`src/include/sfsr_map.svh`:
```
// Purpose: offsets, bit positions, reset values and timing figures of the fault status bank
// Assumes: included by bare name
// Notes: definitions only
`ifndef SFSR_MAP_SVH
`define SFSR_MAP_SVH

`define SFSR_ADDR_W 8
`define SFSR_DATA_W 8
`define SFSR_OFF_SUPPLY 8'h02
`define SFSR_OFF_MEMTEMP 8'h03
`define SFSR_BIT_SEAL 0
`define SFSR_BIT_FOTP 7
`define SFSR_BIT_UOTP 6
`define SFSR_BIT_URW 5
`define SFSR_BIT_UWACT 4
`define SFSR_BIT_TEMP 2
`define SFSR_REG_RST 8'h00
`define SFSR_CLK_MHZ 20
`define SFSR_RCV_PERIOD_US 1000
`define SFSR_RCV_CNT_W 24
`define SFSR_CODE_W 16
`define SFSR_CODE_SEED 16'hffff
`define SFSR_CODE_POLY 16'h1021

`endif

```
`src/include/sfsr_pkg.sv`:
```
// Purpose: shared types of the fault status bank
// Assumes: sfsr_map.svh gives the widths
// Notes: one packed struct per group of related signals
`include "sfsr_map.svh"

package sfsr_pkg;

    // fault condition levels from the sensing circuits
    typedef struct packed {
        logic edge_seal_break;
        logic other_supply_fault;
        logic factory_otp_fault;
        logic user_otp_fault;
        logic otp_write_busy;
        logic temperature_out_of_range;
    } sfsr_fault_t;

    // one-cycle pulses from the serial side: a status field reported these errors
    typedef struct packed {
        logic supply;
        logic factory_otp;
        logic user_otp;
        logic user_reg_check;
        logic temperature;
    } sfsr_tx_clear_t;

    typedef enum logic [1:0] {
        SFSR_CHK_IDLE,
        SFSR_CHK_ARM,
        SFSR_CHK_RUN
    } sfsr_chk_state_t;

    typedef struct packed {
        sfsr_chk_state_t st;
        logic [`SFSR_CODE_W-1:0] ref_code;
        logic mismatch;
    } sfsr_chk_t;

    typedef struct packed {
        logic [`SFSR_RCV_CNT_W-1:0] rcv_cnt;
        logic timer_running;
        logic seal;
        logic f_otp;
        logic u_otp;
        logic u_rw;
        logic temp;
        logic summary;
        logic [`SFSR_DATA_W-1:0] rd_data;
    } sfsr_state_t;

endpackage : sfsr_pkg

```
`src/verilog/sfsr_check_code.sv`:
```
// Purpose: check code over the user-writable registers and comparison with a reference
// Assumes: user register image is a flat vector, lock only rises after reset
// Notes: reference captured one cycle after the lock is seen
`timescale 1ns/10ps
`default_nettype none
`include "sfsr_map.svh"

module sfsr_check_code
    import sfsr_pkg::*;
#(
    parameter int NUM_REGS = 16
) (
    input wire logic clk_sys,
    input wire logic rst,
    input wire logic init_done_lock,
    input wire logic [NUM_REGS*8-1:0] user_regs,
    output logic mismatch
);

    sfsr_chk_t s_q;
    sfsr_chk_t s_d;
    logic [`SFSR_CODE_W-1:0] code;

    // crc over every byte, folded in one cycle
    function automatic logic [`SFSR_CODE_W-1:0] sfsr_crc(input logic [NUM_REGS*8-1:0] v);
        logic [`SFSR_CODE_W-1:0] c;
        c = `SFSR_CODE_SEED;
        for (int i = 0; i < NUM_REGS * 8; i++) begin
            if (c[`SFSR_CODE_W-1] ^ v[i]) begin
                c = {c[`SFSR_CODE_W-2:0], 1'b0} ^ `SFSR_CODE_POLY;
            end else begin
                c = {c[`SFSR_CODE_W-2:0], 1'b0};
            end
        end
        return c;
    endfunction : sfsr_crc

    assign code = sfsr_crc(user_regs);
    assign mismatch = s_q.mismatch;

    always_comb begin
        s_d = s_q;
        s_d.mismatch = 1'b0;
        case (s_q.st)
            SFSR_CHK_IDLE: begin
                if (init_done_lock) begin
                    s_d.st = SFSR_CHK_ARM;
                end
            end
            SFSR_CHK_ARM: begin
                s_d.ref_code = code;
                s_d.st = SFSR_CHK_RUN;
            end
            SFSR_CHK_RUN: begin
                s_d.mismatch = (code != s_q.ref_code);
            end
            default: begin
                s_d.st = SFSR_CHK_IDLE;
            end
        endcase
    end

    always_ff @(posedge clk_sys) begin
        if (rst) begin
            s_q <= '{st: SFSR_CHK_IDLE, ref_code: '0, mismatch: 1'b0};
        end else begin
            s_q <= s_d;
        end
    end

endmodule : sfsr_check_code
`default_nettype wire

```
`src/verilog/sfsr_status_regs.sv`:
```
// Purpose: supply and memory/temperature fault status registers with their clear logic
// Assumes: fault inputs synchronous to clk_sys; read strobe and tx clears are one-cycle pulses
// Notes: lock and disable controls come from the lock register outside this block
`timescale 1ns/10ps
`default_nettype none
`include "sfsr_map.svh"

// Functional notes
// - edge seal break sets supply status bit 0, otherwise it stays zero.
// - one shared recovery timer serves every supply status error bit.
// - any present supply fault reloads the timer to the full recovery period.
// - supply bits clear according to the supply report disable control.
// - factory OTP fault sets memory/temperature status bit 7.
// - user OTP fault sets memory/temperature status bit 6.
// - OTP, check and temperature bits clear on register read or reporting transmission.
// - after init lock, check code over user registers is compared continuously.
// - check code mismatch sets memory/temperature status bit 5.
// - bit 4 is high while a user OTP write is in progress.
// - bit 4 clears itself when the write ends, reads do not clear it.
// - over or under temperature sets memory/temperature status bit 2.
// - summary flag is the OR of all memory/temperature status bits.
module sfsr_status_regs
    import sfsr_pkg::*;
#(
    parameter int NUM_USER_REGS = 16,
    parameter int RCV_PERIOD_US = `SFSR_RCV_PERIOD_US,
    parameter int RCV_CYCLES = RCV_PERIOD_US * `SFSR_CLK_MHZ
) (
    input wire logic clk_sys,
    input wire logic rst,
    input wire sfsr_fault_t faults,
    input wire logic init_done_lock,
    input wire logic supply_report_disable,
    input wire logic [NUM_USER_REGS*8-1:0] user_regs,
    input wire logic rd_strobe,
    input wire logic [`SFSR_ADDR_W-1:0] rd_addr,
    input wire sfsr_tx_clear_t tx_clear,
    output logic [`SFSR_DATA_W-1:0] rd_data,
    output logic memory_temp_summary_flag,
    output logic supply_timer_running
);

    localparam logic [`SFSR_RCV_CNT_W-1:0] RCV_LOAD = `SFSR_RCV_CNT_W'(RCV_CYCLES);

    sfsr_state_t s_q;
    sfsr_state_t s_d;
    logic chk_mismatch;
    logic [`SFSR_DATA_W-1:0] supply_img;
    logic [`SFSR_DATA_W-1:0] memtemp_img;
    logic rd_supply;
    logic rd_memtemp;
    logic timer_zero;
    logic supply_fault_any;
    logic seal_clr;
    // one clear per sticky bit, so a status field clears only what it reported
    logic mt_clr_f;
    logic mt_clr_u;
    logic mt_clr_rw;
    logic mt_clr_t;

    // mismatch comes one cycle after the compare, the sticky flag one cycle later
    sfsr_check_code #(
        .NUM_REGS(NUM_USER_REGS)
    ) u_check (
        .clk_sys(clk_sys),
        .rst(rst),
        .init_done_lock(init_done_lock),
        .user_regs(user_regs),
        .mismatch(chk_mismatch)
    );

    // set beats clear
    // a fault still present at the clear keeps its flag, so no report is lost
    function automatic logic sfsr_sticky(input logic q, input logic clr, input logic set);
        return (q & ~clr) | set;
    endfunction : sfsr_sticky

    function automatic logic sfsr_hit(input logic stb, input logic [`SFSR_ADDR_W-1:0] a,
                                      input logic [`SFSR_ADDR_W-1:0] off);
        return stb && (a == off);
    endfunction : sfsr_hit

    always_comb begin
        supply_img = `SFSR_REG_RST;
        supply_img[`SFSR_BIT_SEAL] = s_q.seal;
        memtemp_img = `SFSR_REG_RST;
        memtemp_img[`SFSR_BIT_FOTP] = s_q.f_otp;
        memtemp_img[`SFSR_BIT_UOTP] = s_q.u_otp;
        memtemp_img[`SFSR_BIT_URW] = s_q.u_rw;
        // live, not sticky
        // a read cannot clear it; it drops only when the write ends
        memtemp_img[`SFSR_BIT_UWACT] = faults.otp_write_busy;
        memtemp_img[`SFSR_BIT_TEMP] = s_q.temp;
    end

    assign rd_supply = sfsr_hit(rd_strobe, rd_addr, `SFSR_OFF_SUPPLY);
    assign rd_memtemp = sfsr_hit(rd_strobe, rd_addr, `SFSR_OFF_MEMTEMP);
    assign timer_zero = (s_q.rcv_cnt == '0);
    assign supply_fault_any = faults.edge_seal_break | faults.other_supply_fault;

    // clear depends on report disable
    // with reporting on, a read while the timer runs leaves the flag set:
    // the host must read again once recovery is over
    assign seal_clr = supply_report_disable ? timer_zero
                                            : (timer_zero & (rd_supply | tx_clear.supply));

    assign mt_clr_f = rd_memtemp | tx_clear.factory_otp;
    assign mt_clr_u = rd_memtemp | tx_clear.user_otp;
    assign mt_clr_rw = rd_memtemp | tx_clear.user_reg_check;
    assign mt_clr_t = rd_memtemp | tx_clear.temperature;

    always_comb begin
        s_d = s_q;

        // one shared timer
        // any supply fault restarts recovery for every supply bit at once
        if (supply_fault_any) begin
            s_d.rcv_cnt = RCV_LOAD;
        end else if (!timer_zero) begin
            s_d.rcv_cnt = s_q.rcv_cnt - `SFSR_RCV_CNT_W'(1);
        end

        s_d.seal = sfsr_sticky(s_q.seal, seal_clr, faults.edge_seal_break);

        s_d.f_otp = sfsr_sticky(s_q.f_otp, mt_clr_f, faults.factory_otp_fault);
        s_d.u_otp = sfsr_sticky(s_q.u_otp, mt_clr_u, faults.user_otp_fault);
        s_d.u_rw = sfsr_sticky(s_q.u_rw, mt_clr_rw, chk_mismatch);
        s_d.temp = sfsr_sticky(s_q.temp, mt_clr_t, faults.temperature_out_of_range);
        // set wins in every sticky bit above

        // summary of every bit
        // built from the next flag values so it moves on the same edge as the bits
        s_d.summary = s_d.f_otp | s_d.u_otp | s_d.u_rw | s_d.temp | faults.otp_write_busy;

        // registered from the next count: same timing as the count itself,
        // while the port still comes straight from a flip-flop
        s_d.timer_running = (s_d.rcv_cnt != '0);

        // a fault cleared by this very read is still reported once

        // read data shows the image before this cycle's clear
        if (rd_supply) begin
            s_d.rd_data = supply_img;
        end else if (rd_memtemp) begin
            s_d.rd_data = memtemp_img;
        end else if (rd_strobe) begin
            s_d.rd_data = `SFSR_REG_RST;
        end
    end

    always_ff @(posedge clk_sys) begin
        if (rst) begin
            s_q <= '{
                rcv_cnt: '0,
                timer_running: 1'b0,
                seal: 1'b0,
                f_otp: 1'b0,
                u_otp: 1'b0,
                u_rw: 1'b0,
                temp: 1'b0,
                summary: 1'b0,
                rd_data: `SFSR_REG_RST
            };
        end else begin
            s_q <= s_d;
        end
    end

    assign rd_data = s_q.rd_data;
    assign memory_temp_summary_flag = s_q.summary;
    assign supply_timer_running = s_q.timer_running;

endmodule : sfsr_status_regs
`default_nettype wire

```
`config.mk`:
```
export PLATFORM = sky130hd
export DESIGN_NAME = sfsr_status_regs
export DESIGN_NICKNAME = d
export VERILOG_FILES = /design/src/include/sfsr_pkg.sv /design/src/verilog/sfsr_check_code.sv /design/src/verilog/sfsr_status_regs.sv
export VERILOG_INCLUDE_DIRS = /design/src /design/src/include
export SDC_FILE = /design/constraint.sdc
export NUM_CORES = 1
export LEC_CHECK = 0
export ABC_AREA = 1
export BUFFER_PORTS_ARGS = -buffer_cell sky130_fd_sc_hd__buf_2
export CAP_MARGIN = 20
export CELL_PAD_IN_SITES_DETAIL_PLACEMENT = 1
export CELL_PAD_IN_SITES_GLOBAL_PLACEMENT = 2
export CORE_MARGIN = 4
export CORE_UTILIZATION = 33
export DETAILED_ROUTE_END_ITERATION = 16
export HOLD_SLACK_MARGIN = 0.05
export MAX_ROUTING_LAYER = met4
export PLACE_DENSITY = 0.85
export SYNTH_ARGS = -nofsm -noshare
export SYNTH_HDL_FRONTEND = slang
export SYNTH_SLANG_ARGS = --single-unit
```
`constraint.sdc`:
```
create_clock -name clk_sys -period 9.8 [get_ports clk_sys]
set_input_delay 1.47 -clock clk_sys [delete_from_list [all_inputs] [get_ports clk_sys]]
set_output_delay 1.47 -clock clk_sys [all_outputs]
set_load 0.02 [all_outputs]
```
==> impl_metrics.yaml <==
clock_tree:
  holdBufCountCts: 0
  htree_levels: 2
  clk_latency_ns: 0.29
  cts_resized: 0
  clk_pin_slew_worst_paths_ns: 0.06
  cts_made_buffers: 5
  cts_root_buf: "clkbuf_16"
  postCtsSetupBuffers: 0
  cts.sinks: 56
  cts_buffer_depth: 2
  cts_tree: "built"
routing:
  drt_pass1_iterations: 4
  wl_per_cell_um: 14.5
  drc: 0
  dr.first_iter.drc_count: 428
  vias: 12700
  routed_via_density: 4.89
  ant_nets: 0
  routed_wl_mm: 37.6
finish:
  insertedDiodeCount: 0
  final_cell_mix: "nand2_1, nand3_1, inv_1, nand2_2, buf_2"
  fin_nets: 2307
  finalInstanceArea_um2: 12800
  final_common_cell: "nand2_1"
  area_growth_pct: 12.6
  drive_gt1_frac: 0.269
global_route:
  grt_usage: 0.200
  grt_pass1_vias: 13000
  grt-ovfl-total: 0
  antenna_found_initial: 1
  grt_pass1_wl_mm: 62.7
  grt_start_max_net_pins: 33
placement:
  place.port_buffers: 159
  dp_hpwl_mm: 33.5
  placed_area_um2: 12600
  place_congestion: 0.887
run_status:
  status: "finished, final reports clean"
sta:
  drv_slew: 0
  post-route-min-period_ns: 8.55
  finalHoldViolCount: 0
  period_share: 0.873
  setup-tns-final_ns: 0
  tightest_slew_ns: 0.646
  finalSetupViolCount: 0
  rsz0062_at_grt: "no"
  skew_ns: 0.00959
  max_freq_mhz: 117
  slew_headroom: 0.569
die:
  die_w_um: 193
  core_um2: 33700
  pin_count: 162
  die_h_um: 193
  fp.dieArea_um2: 37400
  start_util: 0.337
  rows: 67
synth:
  postSynthAreaPerCell_um2: 5.67
  syn_area_um2: 11300
  synth-seq-cells: 56
  syn-instance-count: 2002
  ys_types: 43
  yosysWarnings: 0
  seq_area_frac_synth: 0.0988
worst_setup_path:
  slowest_delay_ns: 0.25
  critPathSlowestCell: "nand3_1"
  cp.buffers_inverters: 4
  crit_path_end_kind: "flop"
  worstPathRequired_ns: 9.99
  cp_common_cell: "nand2_2"
  critPathLaunch: "user_regs[2]"
  worstPathArrival_ns: 8.74
  startpoint_type: "input pin"
  critical_path.top_delay_family: "simple AND/OR/NAND/NOR gates"
  reg2reg_from: "s_q[30]"
  worstSetupPathType: "input pin to flop"
  critPathMaxFanout: 7
flow_run:
  maxCapViolations: 0
min_path:
  hp-class: "flop to flop"
  min_from: "u_check.s_q[17]"
## kinds of logic after synthesis
logic type      synth area share
simple gates               0.714
buf+inv                    0.119
other cells             0.000331
xor+xnor                  0.0323
compound gates            0.0338
fa+ha+maj                0.00221
flops                     0.0988
## state kept, by name (all words and copies together) (netlist names)
signal,flops
rd_data,6
supply_timer_running,1
u_check.s_q,18
memory_temp_summary_flag,1
s_q,25
memtemp_img,4
u_check.mismatch,1
## path summary, 6_finish.rpt
check / slack [ns] / cells past startpoint / end
setup / recovery: 1.25 / 63 / u_check.mismatch
hold / removal: 0.43 / 1 / u_check.s_q[17]
setup reg to reg: 5.97 / 21 / supply_timer_running
hold reg to reg: 0.43 / 1 / u_check.s_q[17]
## worst reg2reg max path, cell delays in order, from the launching register on
cell and delay, ns:
dfxtp_1 0.35, nor2_1 0.11, inv_1 0.10, nor4_1 0.41
nand2_1 0.10, nor4_1 0.48, inv_1 0.27, nand2_1 0.15
nor2_1 0.05, inv_1 0.09, nor2_1 0.08, nand3_1 0.11
nor2_1 0.08, inv_1 0.10, nor2_1 0.07, inv_1 0.14
a21oi_1 0.09, o21ai_0 0.11, nor4b_1 0.34, nand4_1 0.17
nor2_1 0.15, a41oi_1 0.12
## cells in the mapped netlist (all sizes together)
master / instances / area share
a21oi: 29 / 0.013
nand3b: 39 / 0.026
nand3: 435 / 0.24
nand2: 890 / 0.39
conb: 1 / 0.00033
a31o: 1 / 0.00077
a31oi: 6 / 0.0033
and2: 1 / 0.00055
a211oi: 1 / 0.00066
nor2: 97 / 0.034
or2: 4 / 0.0022
nor4: 11 / 0.0061
xor2: 18 / 0.014
o21ai: 20 / 0.0088
dfxtp: 56 / 0.099
nand4: 9 / 0.0050
inv: 321 / 0.11
a41oi: 1 / 0.00077
o211ai: 8 / 0.0053
xnor2: 17 / 0.014
xnor3: 2 / 0.0040
clkinv: 2 / 0.00066
nor3: 9 / 0.0040
o31ai: 1 / 0.00066
clkbuf: 7 / 0.0023
a22oi: 1 / 0.00066
nor4b: 1 / 0.00077
buf: 12 / 0.0089
ha: 2 / 0.0022
## layer usage
metal | wire, µm | vias up | track usage
li1 | - | 6638 | -
met5 | 0 | - | -
met2 | 18200 | 138 | 0.357
met4 | 316 | 0 | 0.0207
met3 | 770 | 20 | 0.0153
met1 | 18300 | 5919 | 0.256
## final cells by class
class                      count  area, µm²
inverter                     323       1220
timing repair buffer         162        818
sequential                    56       1120
clock buffer                   6        139
multi-input combinational   1605       8880
tap                          448        561
clock inverter                 2       38.8
fill                        4781      20900
## through the flow
stage / util / setup WS, ns / hold slack [ns] / std cells
after floorplan: - / 2.73 / 0.397 / 2003
after CTS: 0.379 / 1.24 / 0.432 / 2602
after global placement: 0.374 / 1.10 / 0.407 / 2594
final: 0.379 / 1.25 / 0.427 / 2602
after detailed placement: 0.374 / 0.965 / 0.423 / 2594
after global routing: 0.379 / 0.358 / 0.444 / 2602
Power is not shown: default switching activity piles up to over one toggle a cycle in this logic, so the estimate is an artifact.
